File: config.mk
export PLATFORM = sky130hd
export DESIGN_NAME = data_eeprom_program_control
export DESIGN_NICKNAME = d
export VERILOG_FILES = /design/src/eeprom_ctrl_pkg.sv /design/src/data_eeprom_program_control.sv /design/src/eeprom_array.sv /design/src/prog_timer.sv
export VERILOG_INCLUDE_DIRS = /design/src
export SDC_FILE = /design/constraint.sdc
export NUM_CORES = 2
export LEC_CHECK = 0
export ABC_AREA = 1
export BUFFER_PORTS_ARGS = -buffer_cell sky130_fd_sc_hd__buf_2
export CAP_MARGIN = 15
export CORE_ASPECT_RATIO = 0.8
export CORE_UTILIZATION = 60
export DETAILED_ROUTE_END_ITERATION = 10
export PLACE_DENSITY = 0.76
export SYNTH_ARGS = -nofsm -noshare
export SYNTH_HDL_FRONTEND = slang
export SYNTH_SLANG_ARGS = --single-unit
File: constraint.sdc
create_clock -name mclk_i -period 20.1 [get_ports mclk_i]
set_input_delay 1.005 -clock mclk_i [delete_from_list [all_inputs] [get_ports mclk_i]]
set_output_delay 1.005 -clock mclk_i [all_outputs]
set_load 0.05 [all_outputs]
File: src/eeprom_ctrl_map.svh
// Register offsets, field positions, reset values and timing of the EEPROM control.
`ifndef EEPROM_CTRL_MAP_SVH
`define EEPROM_CTRL_MAP_SVH

// Register offsets on the register port.
`define EE_CSR_ADDR 8'h30
`define EE_IRQ_STAT_ADDR 8'h31
`define EE_IRQ_MASK_ADDR 8'h32

// Control/status fields and reset value.
`define EE_PGM_BIT 0
`define EE_LAT_BIT 1
`define EE_CSR_RESET 8'h00

// Interrupt status and mask fields.
`define EE_IRQ_DONE_BIT 0
`define EE_IRQ_ABORT_BIT 1
`define EE_IRQ_ACCERR_BIT 2
`define EE_IRQ_RESET 3'h0

// Value left in every cell by a full erase.
`define EE_ERASED_BYTE 8'hff

// Programming time and clock period, both in nanoseconds.
`define EE_PROG_TIME_NS 5000000
`define EE_CLK_PERIOD_NS 100
// Least time, so the cycle count rounds up.
`define EE_PROG_CYCLES \
   ((`EE_PROG_TIME_NS + `EE_CLK_PERIOD_NS - 1) / `EE_CLK_PERIOD_NS)

`endif

File: src/eeprom_ctrl_pkg.sv
// Types shared by the EEPROM control modules.
package eeprom_ctrl_pkg;

   // One byte of register or array data.
   typedef logic [7:0] byte_t;

   // Sequencer states of the control block.
   typedef enum logic [2:0] {
      ST_IDLE,
      ST_COMMIT,
      ST_TIMING,
      ST_WAIT,
      ST_ERASE,
      ST_HALT
   } ee_state_e;

endpackage

File: src/data_eeprom_program_control.sv
// Control logic for the byte-wide data EEPROM and its register.
// Behaviour
// - Wait entered when idle, else after cycle
// - Halt stops at once, abandoning the cycle
// - Read in write mode leaves bus undriven
// - Write in read mode is not latched
// - Reset mid-cycle leaves memory contents undefined
// - Protection blocks external read and rewrite
// - Removing protection erases all memory first
// - One option bit protects both memories
// - Control register at 30h, upper bits zero
// - Latch bit: set by software, cleared hardware
// - Program bit starts, shows, ends the cycle
// - Clearing program bit mid-cycle aborts it
//
// The implementer's own choice: the address-and-strobe port.
`timescale 1ns/1ps
`default_nettype none
`include "eeprom_ctrl_map.svh"
module data_eeprom_program_control #(
   parameter int ADDR_W = 8,
   parameter int ROW_BYTES = 4,
   parameter int CNT_W = 16,
   parameter int PROG_CYCLES = `EE_PROG_CYCLES
) (
   input wire logic mclk_i,
   input wire logic rst_i,
   input wire logic [7:0] reg_addr_i,
   input wire eeprom_ctrl_pkg::byte_t reg_wdata_i,
   input wire logic reg_wr_i,
   input wire logic reg_rd_i,
   output eeprom_ctrl_pkg::byte_t reg_rdata_o,
   input wire logic [ADDR_W-1:0] mem_addr_i,
   input wire eeprom_ctrl_pkg::byte_t mem_wdata_i,
   input wire logic mem_wr_i,
   input wire logic mem_rd_i,
   input wire logic mem_ext_i,
   output eeprom_ctrl_pkg::byte_t mem_rdata_o,
   output logic mem_rdata_oe_o,
   input wire logic wait_req_i,
   input wire logic halt_i,
   input wire logic opt_protect_i,
   input wire logic opt_unprotect_i,
   output logic code_protect_o,
   output logic code_erase_o,
   output logic prog_busy_o,
   output logic in_wait_o,
   output logic in_halt_o,
   output logic irq_o
);
   import eeprom_ctrl_pkg::*;

   localparam int RB_W = $clog2(ROW_BYTES); // Byte index width in a row.
   localparam int ROW_W = ADDR_W - RB_W; // Row address width.

   ee_state_e state_ff, nxt_state; // Sequencer state.
   logic pgm_ff, nxt_pgm; // Program cycle bit.
   logic lat_ff, nxt_lat; // Latch access bit.
   logic [RB_W-1:0] idx_ff, nxt_idx; // Latch byte being committed.
   logic [ADDR_W-1:0] ers_ff, nxt_ers; // Erase address.
   logic [ROW_BYTES-1:0] vld_ff, nxt_vld; // Latched byte flags.
   logic [ROW_W-1:0] row_ff, nxt_row; // Row of the latched bytes.
   byte_t dat_ff [ROW_BYTES]; // Write latches.
   byte_t nxt_dat [ROW_BYTES];
   logic oe_ff, nxt_oe; // Read data drive enable.
   byte_t rdata_ff, nxt_rdata; // Register read data.
   logic [2:0] stat_ff, nxt_stat; // Sticky interrupt status.
   logic [2:0] mask_ff, nxt_mask; // Interrupt mask.

   logic csr_wr; // Write to the control/status register.
   logic csr_abort; // Software clears the program bit mid-cycle.
   logic prot_ext; // External access under protection.
   logic lat_wr_ok; // Core write that goes into the latches.
   logic rd_ok; // Core read that is answered.
   logic acc_err; // Access refused for mode or protection.
   logic ev_done, ev_abort; // Cycle end and abandon events.
   logic t_start, t_abort, t_done; // Timer control.
   logic arr_we; // Array write strobe.
   logic [ADDR_W-1:0] arr_waddr; // Array write address.
   byte_t arr_wdata; // Array write data.

   // Access decode for the core and for the external debug path.
   always_comb begin
      csr_wr = reg_wr_i && (reg_addr_i == `EE_CSR_ADDR);
      csr_abort = csr_wr && pgm_ff && !reg_wdata_i[`EE_PGM_BIT];
      prot_ext = opt_protect_i && mem_ext_i;
      lat_wr_ok = mem_wr_i && lat_ff && !pgm_ff && !prot_ext
         && (state_ff == ST_IDLE);
      rd_ok = mem_rd_i && !lat_ff && !prot_ext
         && (state_ff == ST_IDLE);
      acc_err = (mem_rd_i && (lat_ff || prot_ext))
         || (mem_wr_i && (!lat_ff || prot_ext));
   end

   // Sequencer next state. Later branches take priority: software writes
   // beat the normal sequence, option removal beats those, halt beats all.
   always_comb begin
      nxt_state = state_ff;
      nxt_pgm = pgm_ff;
      nxt_lat = lat_ff;
      nxt_idx = idx_ff;
      nxt_ers = ers_ff;
      nxt_vld = vld_ff;
      nxt_row = row_ff;
      nxt_dat = dat_ff;
      t_start = 1'b0;
      t_abort = 1'b0;
      arr_we = 1'b0;
      arr_waddr = {row_ff, idx_ff};
      arr_wdata = dat_ff[idx_ff];
      ev_done = 1'b0;
      ev_abort = 1'b0;
      // Latch capture; the row follows the last write.
      if (lat_wr_ok) begin
         nxt_dat[mem_addr_i[RB_W-1:0]] = mem_wdata_i;
         nxt_vld[mem_addr_i[RB_W-1:0]] = 1'b1;
         nxt_row = mem_addr_i[ADDR_W-1:RB_W];
      end
      case (state_ff)
         ST_IDLE: begin
            // Nothing is running, so wait is entered at once.
            if (wait_req_i) begin
               nxt_state = ST_WAIT;
            end
         end
         ST_COMMIT: begin
            // Copy latched bytes into the array one per cycle.
            arr_we = vld_ff[idx_ff];
            if (idx_ff == RB_W'(ROW_BYTES - 1)) begin
               t_start = 1'b1;
               nxt_state = ST_TIMING;
            end else begin
               nxt_idx = idx_ff + 1'b1;
            end
         end
         ST_TIMING: begin
            // The end clears both bits in the same cycle.
            if (t_done) begin
               nxt_pgm = 1'b0;
               nxt_lat = 1'b0;
               nxt_vld = '0;
               ev_done = 1'b1;
               // A pending wait is taken only once the cycle is over.
               nxt_state = wait_req_i ? ST_WAIT : ST_IDLE;
            end
         end
         ST_WAIT: begin
            if (!wait_req_i) begin
               nxt_state = ST_IDLE;
            end
         end
         ST_ERASE: begin
            // Whole-array erase, one cell per clock.
            arr_we = 1'b1;
            arr_waddr = ers_ff;
            arr_wdata = `EE_ERASED_BYTE;
            if (ers_ff == {ADDR_W{1'b1}}) begin
               nxt_state = ST_IDLE;
            end else begin
               nxt_ers = ers_ff + 1'b1;
            end
         end
         ST_HALT: begin
            if (!halt_i) begin
               nxt_state = ST_IDLE;
            end
         end
         default: begin
            nxt_state = ST_IDLE;
         end
      endcase
      // Software access to the control bits.
      if (csr_wr) begin
         if (pgm_ff) begin
            // The latch bit cannot be cleared while programming.
            if (csr_abort) begin
               nxt_pgm = 1'b0;
               nxt_vld = '0;
               nxt_state = ST_IDLE;
               t_abort = 1'b1;
               ev_abort = 1'b1;
            end
         end else if (reg_wdata_i[`EE_PGM_BIT] && reg_wdata_i[`EE_LAT_BIT]
               && (state_ff == ST_IDLE) && !wait_req_i) begin
            nxt_pgm = 1'b1;
            nxt_lat = 1'b1;
            nxt_idx = '0;
            nxt_state = ST_COMMIT;
         end else begin
            nxt_lat = reg_wdata_i[`EE_LAT_BIT];
         end
      end
      // Lifting protection wipes the data array before anything else.
      if (opt_unprotect_i) begin
         nxt_state = ST_ERASE;
         nxt_ers = '0;
         nxt_pgm = 1'b0;
         nxt_lat = 1'b0;
         nxt_vld = '0;
         t_abort = 1'b1;
      end
      // Halt stops everything at once; cells being written may be bad.
      if (halt_i) begin
         nxt_state = ST_HALT;
         nxt_pgm = 1'b0;
         nxt_vld = '0;
         t_abort = 1'b1;
         ev_abort = pgm_ff;
      end
   end

   // Register port next values; a status set wins over the read clear.
   always_comb begin
      nxt_oe = rd_ok;
      nxt_mask = mask_ff;
      nxt_stat = stat_ff;
      nxt_rdata = 8'h00;
      if (reg_rd_i) begin
         case (reg_addr_i)
            `EE_CSR_ADDR: begin
               nxt_rdata = {6'h00, lat_ff, pgm_ff};
            end
            `EE_IRQ_STAT_ADDR: begin
               nxt_rdata = {5'h00, stat_ff};
               nxt_stat = 3'h0;
            end
            `EE_IRQ_MASK_ADDR: begin
               nxt_rdata = {5'h00, mask_ff};
            end
            default: begin
               nxt_rdata = 8'h00;
            end
         endcase
      end
      if (reg_wr_i && (reg_addr_i == `EE_IRQ_MASK_ADDR)) begin
         nxt_mask = reg_wdata_i[2:0];
      end
      nxt_stat[`EE_IRQ_DONE_BIT] = nxt_stat[`EE_IRQ_DONE_BIT] | ev_done;
      nxt_stat[`EE_IRQ_ABORT_BIT] = nxt_stat[`EE_IRQ_ABORT_BIT] | ev_abort;
      nxt_stat[`EE_IRQ_ACCERR_BIT] = nxt_stat[`EE_IRQ_ACCERR_BIT]
         | acc_err;
   end

   // State registers. A reset mid-cycle simply drops the cycle, so the
   // cells being written are left in an unknown state.
   always_ff @(posedge mclk_i) begin
      if (rst_i) begin
         state_ff <= ST_IDLE;
         pgm_ff <= 1'b0;
         lat_ff <= 1'b0;
         idx_ff <= '0;
         ers_ff <= '0;
         vld_ff <= '0;
         row_ff <= '0;
         dat_ff <= '{default: 8'h00};
         oe_ff <= 1'b0;
         rdata_ff <= `EE_CSR_RESET;
         stat_ff <= `EE_IRQ_RESET;
         mask_ff <= `EE_IRQ_RESET;
      end else begin
         state_ff <= nxt_state;
         pgm_ff <= nxt_pgm;
         lat_ff <= nxt_lat;
         idx_ff <= nxt_idx;
         ers_ff <= nxt_ers;
         vld_ff <= nxt_vld;
         row_ff <= nxt_row;
         dat_ff <= nxt_dat;
         oe_ff <= nxt_oe;
         rdata_ff <= nxt_rdata;
         stat_ff <= nxt_stat;
         mask_ff <= nxt_mask;
      end
   end

   // Cycle timer; its length is the only programming time source.
   prog_timer #(
      .CNT_W(CNT_W),
      .CYCLES(PROG_CYCLES)
   ) i_prog_timer (
      .mclk_i(mclk_i),
      .rst_i(rst_i),
      .start_i(t_start),
      .abort_i(t_abort),
      .busy_o(),
      .done_o(t_done)
   );

   // Data array.
   eeprom_array #(
      .ADDR_W(ADDR_W)
   ) i_eeprom_array (
      .mclk_i(mclk_i),
      .wr_en_i(arr_we),
      .wr_addr_i(arr_waddr),
      .wr_data_i(arr_wdata),
      .rd_en_i(rd_ok),
      .rd_addr_i(mem_addr_i),
      .rd_data_o(mem_rdata_o)
   );

   // Outputs. The option bit is passed straight to the code memory.
   assign reg_rdata_o = rdata_ff;
   assign mem_rdata_oe_o = oe_ff;
   assign code_protect_o = opt_protect_i;
   assign code_erase_o = (state_ff == ST_ERASE);
   assign prog_busy_o = pgm_ff;
   assign in_wait_o = (state_ff == ST_WAIT);
   assign in_halt_o = (state_ff == ST_HALT);
   assign irq_o = |(stat_ff & mask_ff);
endmodule // data_eeprom_program_control
`default_nettype wire

File: src/eeprom_array.sv
// Byte-wide data EEPROM array with one write port and a registered read.
`timescale 1ns/1ps
`default_nettype none
module eeprom_array #(
   parameter int ADDR_W = 8
) (
   input wire logic mclk_i,
   input wire logic wr_en_i,
   input wire logic [ADDR_W-1:0] wr_addr_i,
   input wire eeprom_ctrl_pkg::byte_t wr_data_i,
   input wire logic rd_en_i,
   input wire logic [ADDR_W-1:0] rd_addr_i,
   output eeprom_ctrl_pkg::byte_t rd_data_o
);
   import eeprom_ctrl_pkg::*;

   // The cells keep no reset value, like a real non-volatile array.
   byte_t cell_mem [2**ADDR_W];
   byte_t rd_ff; // Read data register.
   byte_t nxt_rd; // Next read data.

   // Read data only changes on an enabled read, so it holds otherwise.
   always_comb begin
      nxt_rd = rd_ff;
      if (rd_en_i) begin
         nxt_rd = cell_mem[rd_addr_i];
      end
   end

   // Cell write and read register; no reset so the cells map to storage.
   always_ff @(posedge mclk_i) begin
      if (wr_en_i) begin
         cell_mem[wr_addr_i] <= wr_data_i;
      end
      rd_ff <= nxt_rd;
   end

   assign rd_data_o = rd_ff;
endmodule // eeprom_array
`default_nettype wire

File: src/prog_timer.sv
// Fixed-length timer for one EEPROM programming cycle.
`timescale 1ns/1ps
`default_nettype none
module prog_timer #(
   parameter int CNT_W = 16,
   parameter int CYCLES = 50000
) (
   input wire logic mclk_i,
   input wire logic rst_i,
   input wire logic start_i,
   input wire logic abort_i,
   output logic busy_o,
   output logic done_o
);
   logic [CNT_W-1:0] cnt_ff, nxt_cnt; // Elapsed cycles.
   logic busy_ff, nxt_busy; // Timer is running.

   // Abort beats start so a stopped cycle never restarts by accident.
   always_comb begin
      nxt_cnt = cnt_ff;
      nxt_busy = busy_ff;
      done_o = busy_ff && (cnt_ff == CNT_W'(CYCLES - 1));
      if (abort_i) begin
         nxt_busy = 1'b0;
         nxt_cnt = '0;
      end else if (start_i) begin
         nxt_busy = 1'b1;
         nxt_cnt = '0;
      end else if (done_o) begin
         nxt_busy = 1'b0;
      end else if (busy_ff) begin
         nxt_cnt = cnt_ff + 1'b1;
      end
   end

   // Timer registers.
   always_ff @(posedge mclk_i) begin
      if (rst_i) begin
         cnt_ff <= '0;
         busy_ff <= 1'b0;
      end else begin
         cnt_ff <= nxt_cnt;
         busy_ff <= nxt_busy;
      end
   end

   assign busy_o = busy_ff;
endmodule // prog_timer
`default_nettype wire

==> impl_metrics.ini <==
[global_route]
grt_usage_pct = 31.7
antenna_found_initial = 5
grt_pass1_wl_um = 346000
grt_pass1_vias = 56600
grt_start_max_net_pins = 211
grt_remaining_overflow = 0

[floorplan]
die_y_um = 343
die_w_um = 428
ios = 66
rows = 124
dieArea_sq_um = 147000
coreArea_sq_um = 144000
start_util_pct = 60.7

[routing]
avgViaCountPerCell = 6.13
vias = 59300
wl_per_cell_um = 24.1
ant_nets = 0
drtIter0Drc = 8329
drt-total-wl_um = 233000
drc_errors = 0
drt-pass1-iter-count = 6

[critical_path]
crit_chain = buf_8 -> nand2_4 -> inv_6 -> buf_4 -> buf_4 -> nand2_1 -> nand4_1 -> nand3_1 -> nand3_1 -> nand3_1 -> nand3_1 -> nand3_1 -> nand2_1
cp-start-kind = input pin
endpoint_kind = flip-flop
crit_buf_inv = 4
slowest_stage = buf_4
crit_path_max_fanout = 72
path_class = input pin to flip-flop
max_stage_delay_ns = 0.92
arrival_ns = 5.69
cpMostUsedCell = nand3_1
crit_required_ns = 20.77
cpLargestDelayFamily = buffers and inverters

[sta]
grt_setup_unrepaired = false
worst_slack_ns = 15.08
slew_viol_final = 0
tns_ns = 0
period_needed_ns = 5.02
max_slew_margin_pct = 12.3
worstMarginPinSlew_ns = 1.31
hold_ws_ns = 0.455
fin_crit_sh_pct = 25.0
fin_skew_ns = 0.0210
finalHoldViolCount = 0
max_freq_ghz = 0.199
setup_viol = 0

[logic_synthesis]
synth_seq_cells = 2140
synth_cell_types = 41
postSynthCellCount = 7748
postSynthAreaPerCell_sq_um = 11.2
syn_area_sq_um = 87100
ys_seq_area_share_pct = 72.8
synth_edf_count = 2056
synth_warnings = 0
ys_async_sr_fraction_pct = 0
synth_flop_cell = edfxtp_1

[placement]
place_area_sq_um = 88800
place.gp.congestion = 0.951
port_buffers = 55
dp_hpwl_um = 123000
place_ws_ns = 14.53

[pwr]
vdd_ir_drop_max_uv = 110
power.switching_mw = 2.08
p_sw_share_pct = 22.8
intPower_mw = 7.05
power.density_nw_per_um2 = 96.4
power_frac_comb_pct = 6.6
leakagePower_nw = 34.2
p_clk_share_pct = 39.3
pwr-share-seq_pct = 54.1

[clocking]
post_cts_resized = 0
cts_setup_buffers = 0
cts.sinks = 2140
postCtsHoldBufs = 0
insertion_delay_ns = 0.83
h-tree-depth = 4
cts_tree = done
clk_pin_slew_worst_paths_ns = 0.06
cts-root-buf = clkbuf_16
clk_path_buf_depth = 3
cts_made_buffers = 190

[final_layout]
multi_input_area_sq_um = 21100
drive_above_1_share_pct = 5.73
nFillCells = 10100
synthToLayoutAreaGrowth_pct = 8.80
design_area_sq_um = 94800
register_area_sq_um = 63400
finalNetCount = 7667

[hold_path]
min_path_type = input pin to flip-flop

[job]
drv_cap = 0

[status]
status = complete, no violations
-- cells by family after synthesis --
family / synth area share (%)
AOI/OAI and AO/OA: 1.75
xor gates and xnor gates: 0.0704
adders and majority gates: 0.0287
buffers and inverters: 3.17
DFF: 72.8
other: 0.00430
and+or+nand+nor: 22.2
-- metrics by stage --
| stage | util (%) | std cells | power, mW |
|---|---|---|---|
| 2_1_floorplan | - | 7752 | 5.44 |
| 3_3_place_gp | 61.8 | 9320 | 5.61 |
| 3_5_place_dp | 61.8 | 9320 | 5.62 |
| 4_1_cts | 66.0 | 9661 | 9.12 |
| 5_1_grt | 66.0 | 9663 | 9.34 |
| 6_report | 66.0 | 9672 | 9.14 |
-- path summary, 6_finish.rpt --
check | startpoint | slack (ns) | cells past startpoint | to
setup / recovery | mem_addr_i[0] | 15.08 | 13 | i_eeprom_array.rd_data_o[5]$_DFFE_PP_
hold / removal | mem_rd_i | 0.46 | 3 | mem_rdata_oe_o$_SDFF_PP0_
setup reg to reg | idx_ff[0]$_SDFF_PP0_ | 15.63 | 8 | i_eeprom_array.cell_mem[137][6]$_DFFE_PP_
hold reg to reg | dat_ff[9]$_SDFFE_PP0P_ | 0.46 | 2 | dat_ff[9]$_SDFFE_PP0P_
-- flip-flops by register name, indices dropped and copies added (netlist names), 2 cells and up --
name,flops
reg_rdata_o,3
state_ff,3
mask_ff,3
row_ff,6
idx_ff,2
i_eeprom_array.rd_data_o,8
dat_ff,32
i_prog_timer.cnt_ff,16
ers_ff,8
stat_ff,3
vld_ff,4
i_eeprom_array.cell_mem,2048
-- worst reg2reg max path, cell delays in order (launching register included) --
cell	delay (ns)
dfxtp_1	0.79
inv_1	0.19
nor2_2	0.47
a22oi_1	0.16
nand2_1	0.10
a21oi_1	0.14
nor2_1	0.35
nand2_2	0.84
nor2_1	1.06
-- routing by layer --
metal	up-vias	part of all wire [%]	global-route usage, %	wire length, um
met3	647	13	7.95	30000
met5	-	0.021	0	48
met1	28300	37	42.2	85400
met4	6	4.8	15.8	11100
li1	26500	-	-	-
met2	3918	46	49.0	107000
-- power groups by stage --
stage / Clock (mW) / Sequential (mW) / Combinational (mW)
finish: 3.59 / 4.95 / 0.602
global route: 3.76 / 4.94 / 0.634
CTS: 3.59 / 4.95 / 0.583
detailed placement: 0 / 5.04 / 0.579
global placement: 0 / 5.04 / 0.565
floorplan: 0 / 5.11 / 0.336
-- cells in the final DEF, fill, tap and decap left out, types with 39 or more instances in the layout --
cell type,instances
a21oi_1,215
buf_2,51
buf_4,72
clkbuf_1,39
clkbuf_16,194
clkinv_1,49
dfxtp_1,84
edfxtp_1,2056
inv_1,199
nand2_1,3083
nand3_1,780
nand4_1,293
nor2_1,397
o21ai_0,50
-- area by class of cell --
type,count,area share [%]
diodes,11,0.0290
clock buffers,234,5.29
clock inverters,107,1.04
inverters,214,0.879
multi-input cells,4942,22.3
flip-flops and latches,2140,66.9
well taps,1890,2.49
repair buffers,134,1.06
-- Yosys cell counts, types with 8 or more instances --
library cell     n  share of area [%]
nor2_1         399                1.7
dfxtp_1         84                1.9
nand2_2          8              0.057
nand2_1       3093                 13
nand3b_1        22               0.19
buf_2          141               0.81
buf_1           72               0.31
nand3_1        783                4.5
clkbuf_1       231                1.0
inv_1          201               0.87
a21oi_1        215                1.2
edfxtp_1      2056                 71
nand4_1        293                2.1
inv_2            9              0.039
nor3_1          20               0.11
o21ai_0         50               0.29
Power figures use the tool's default switching activity.
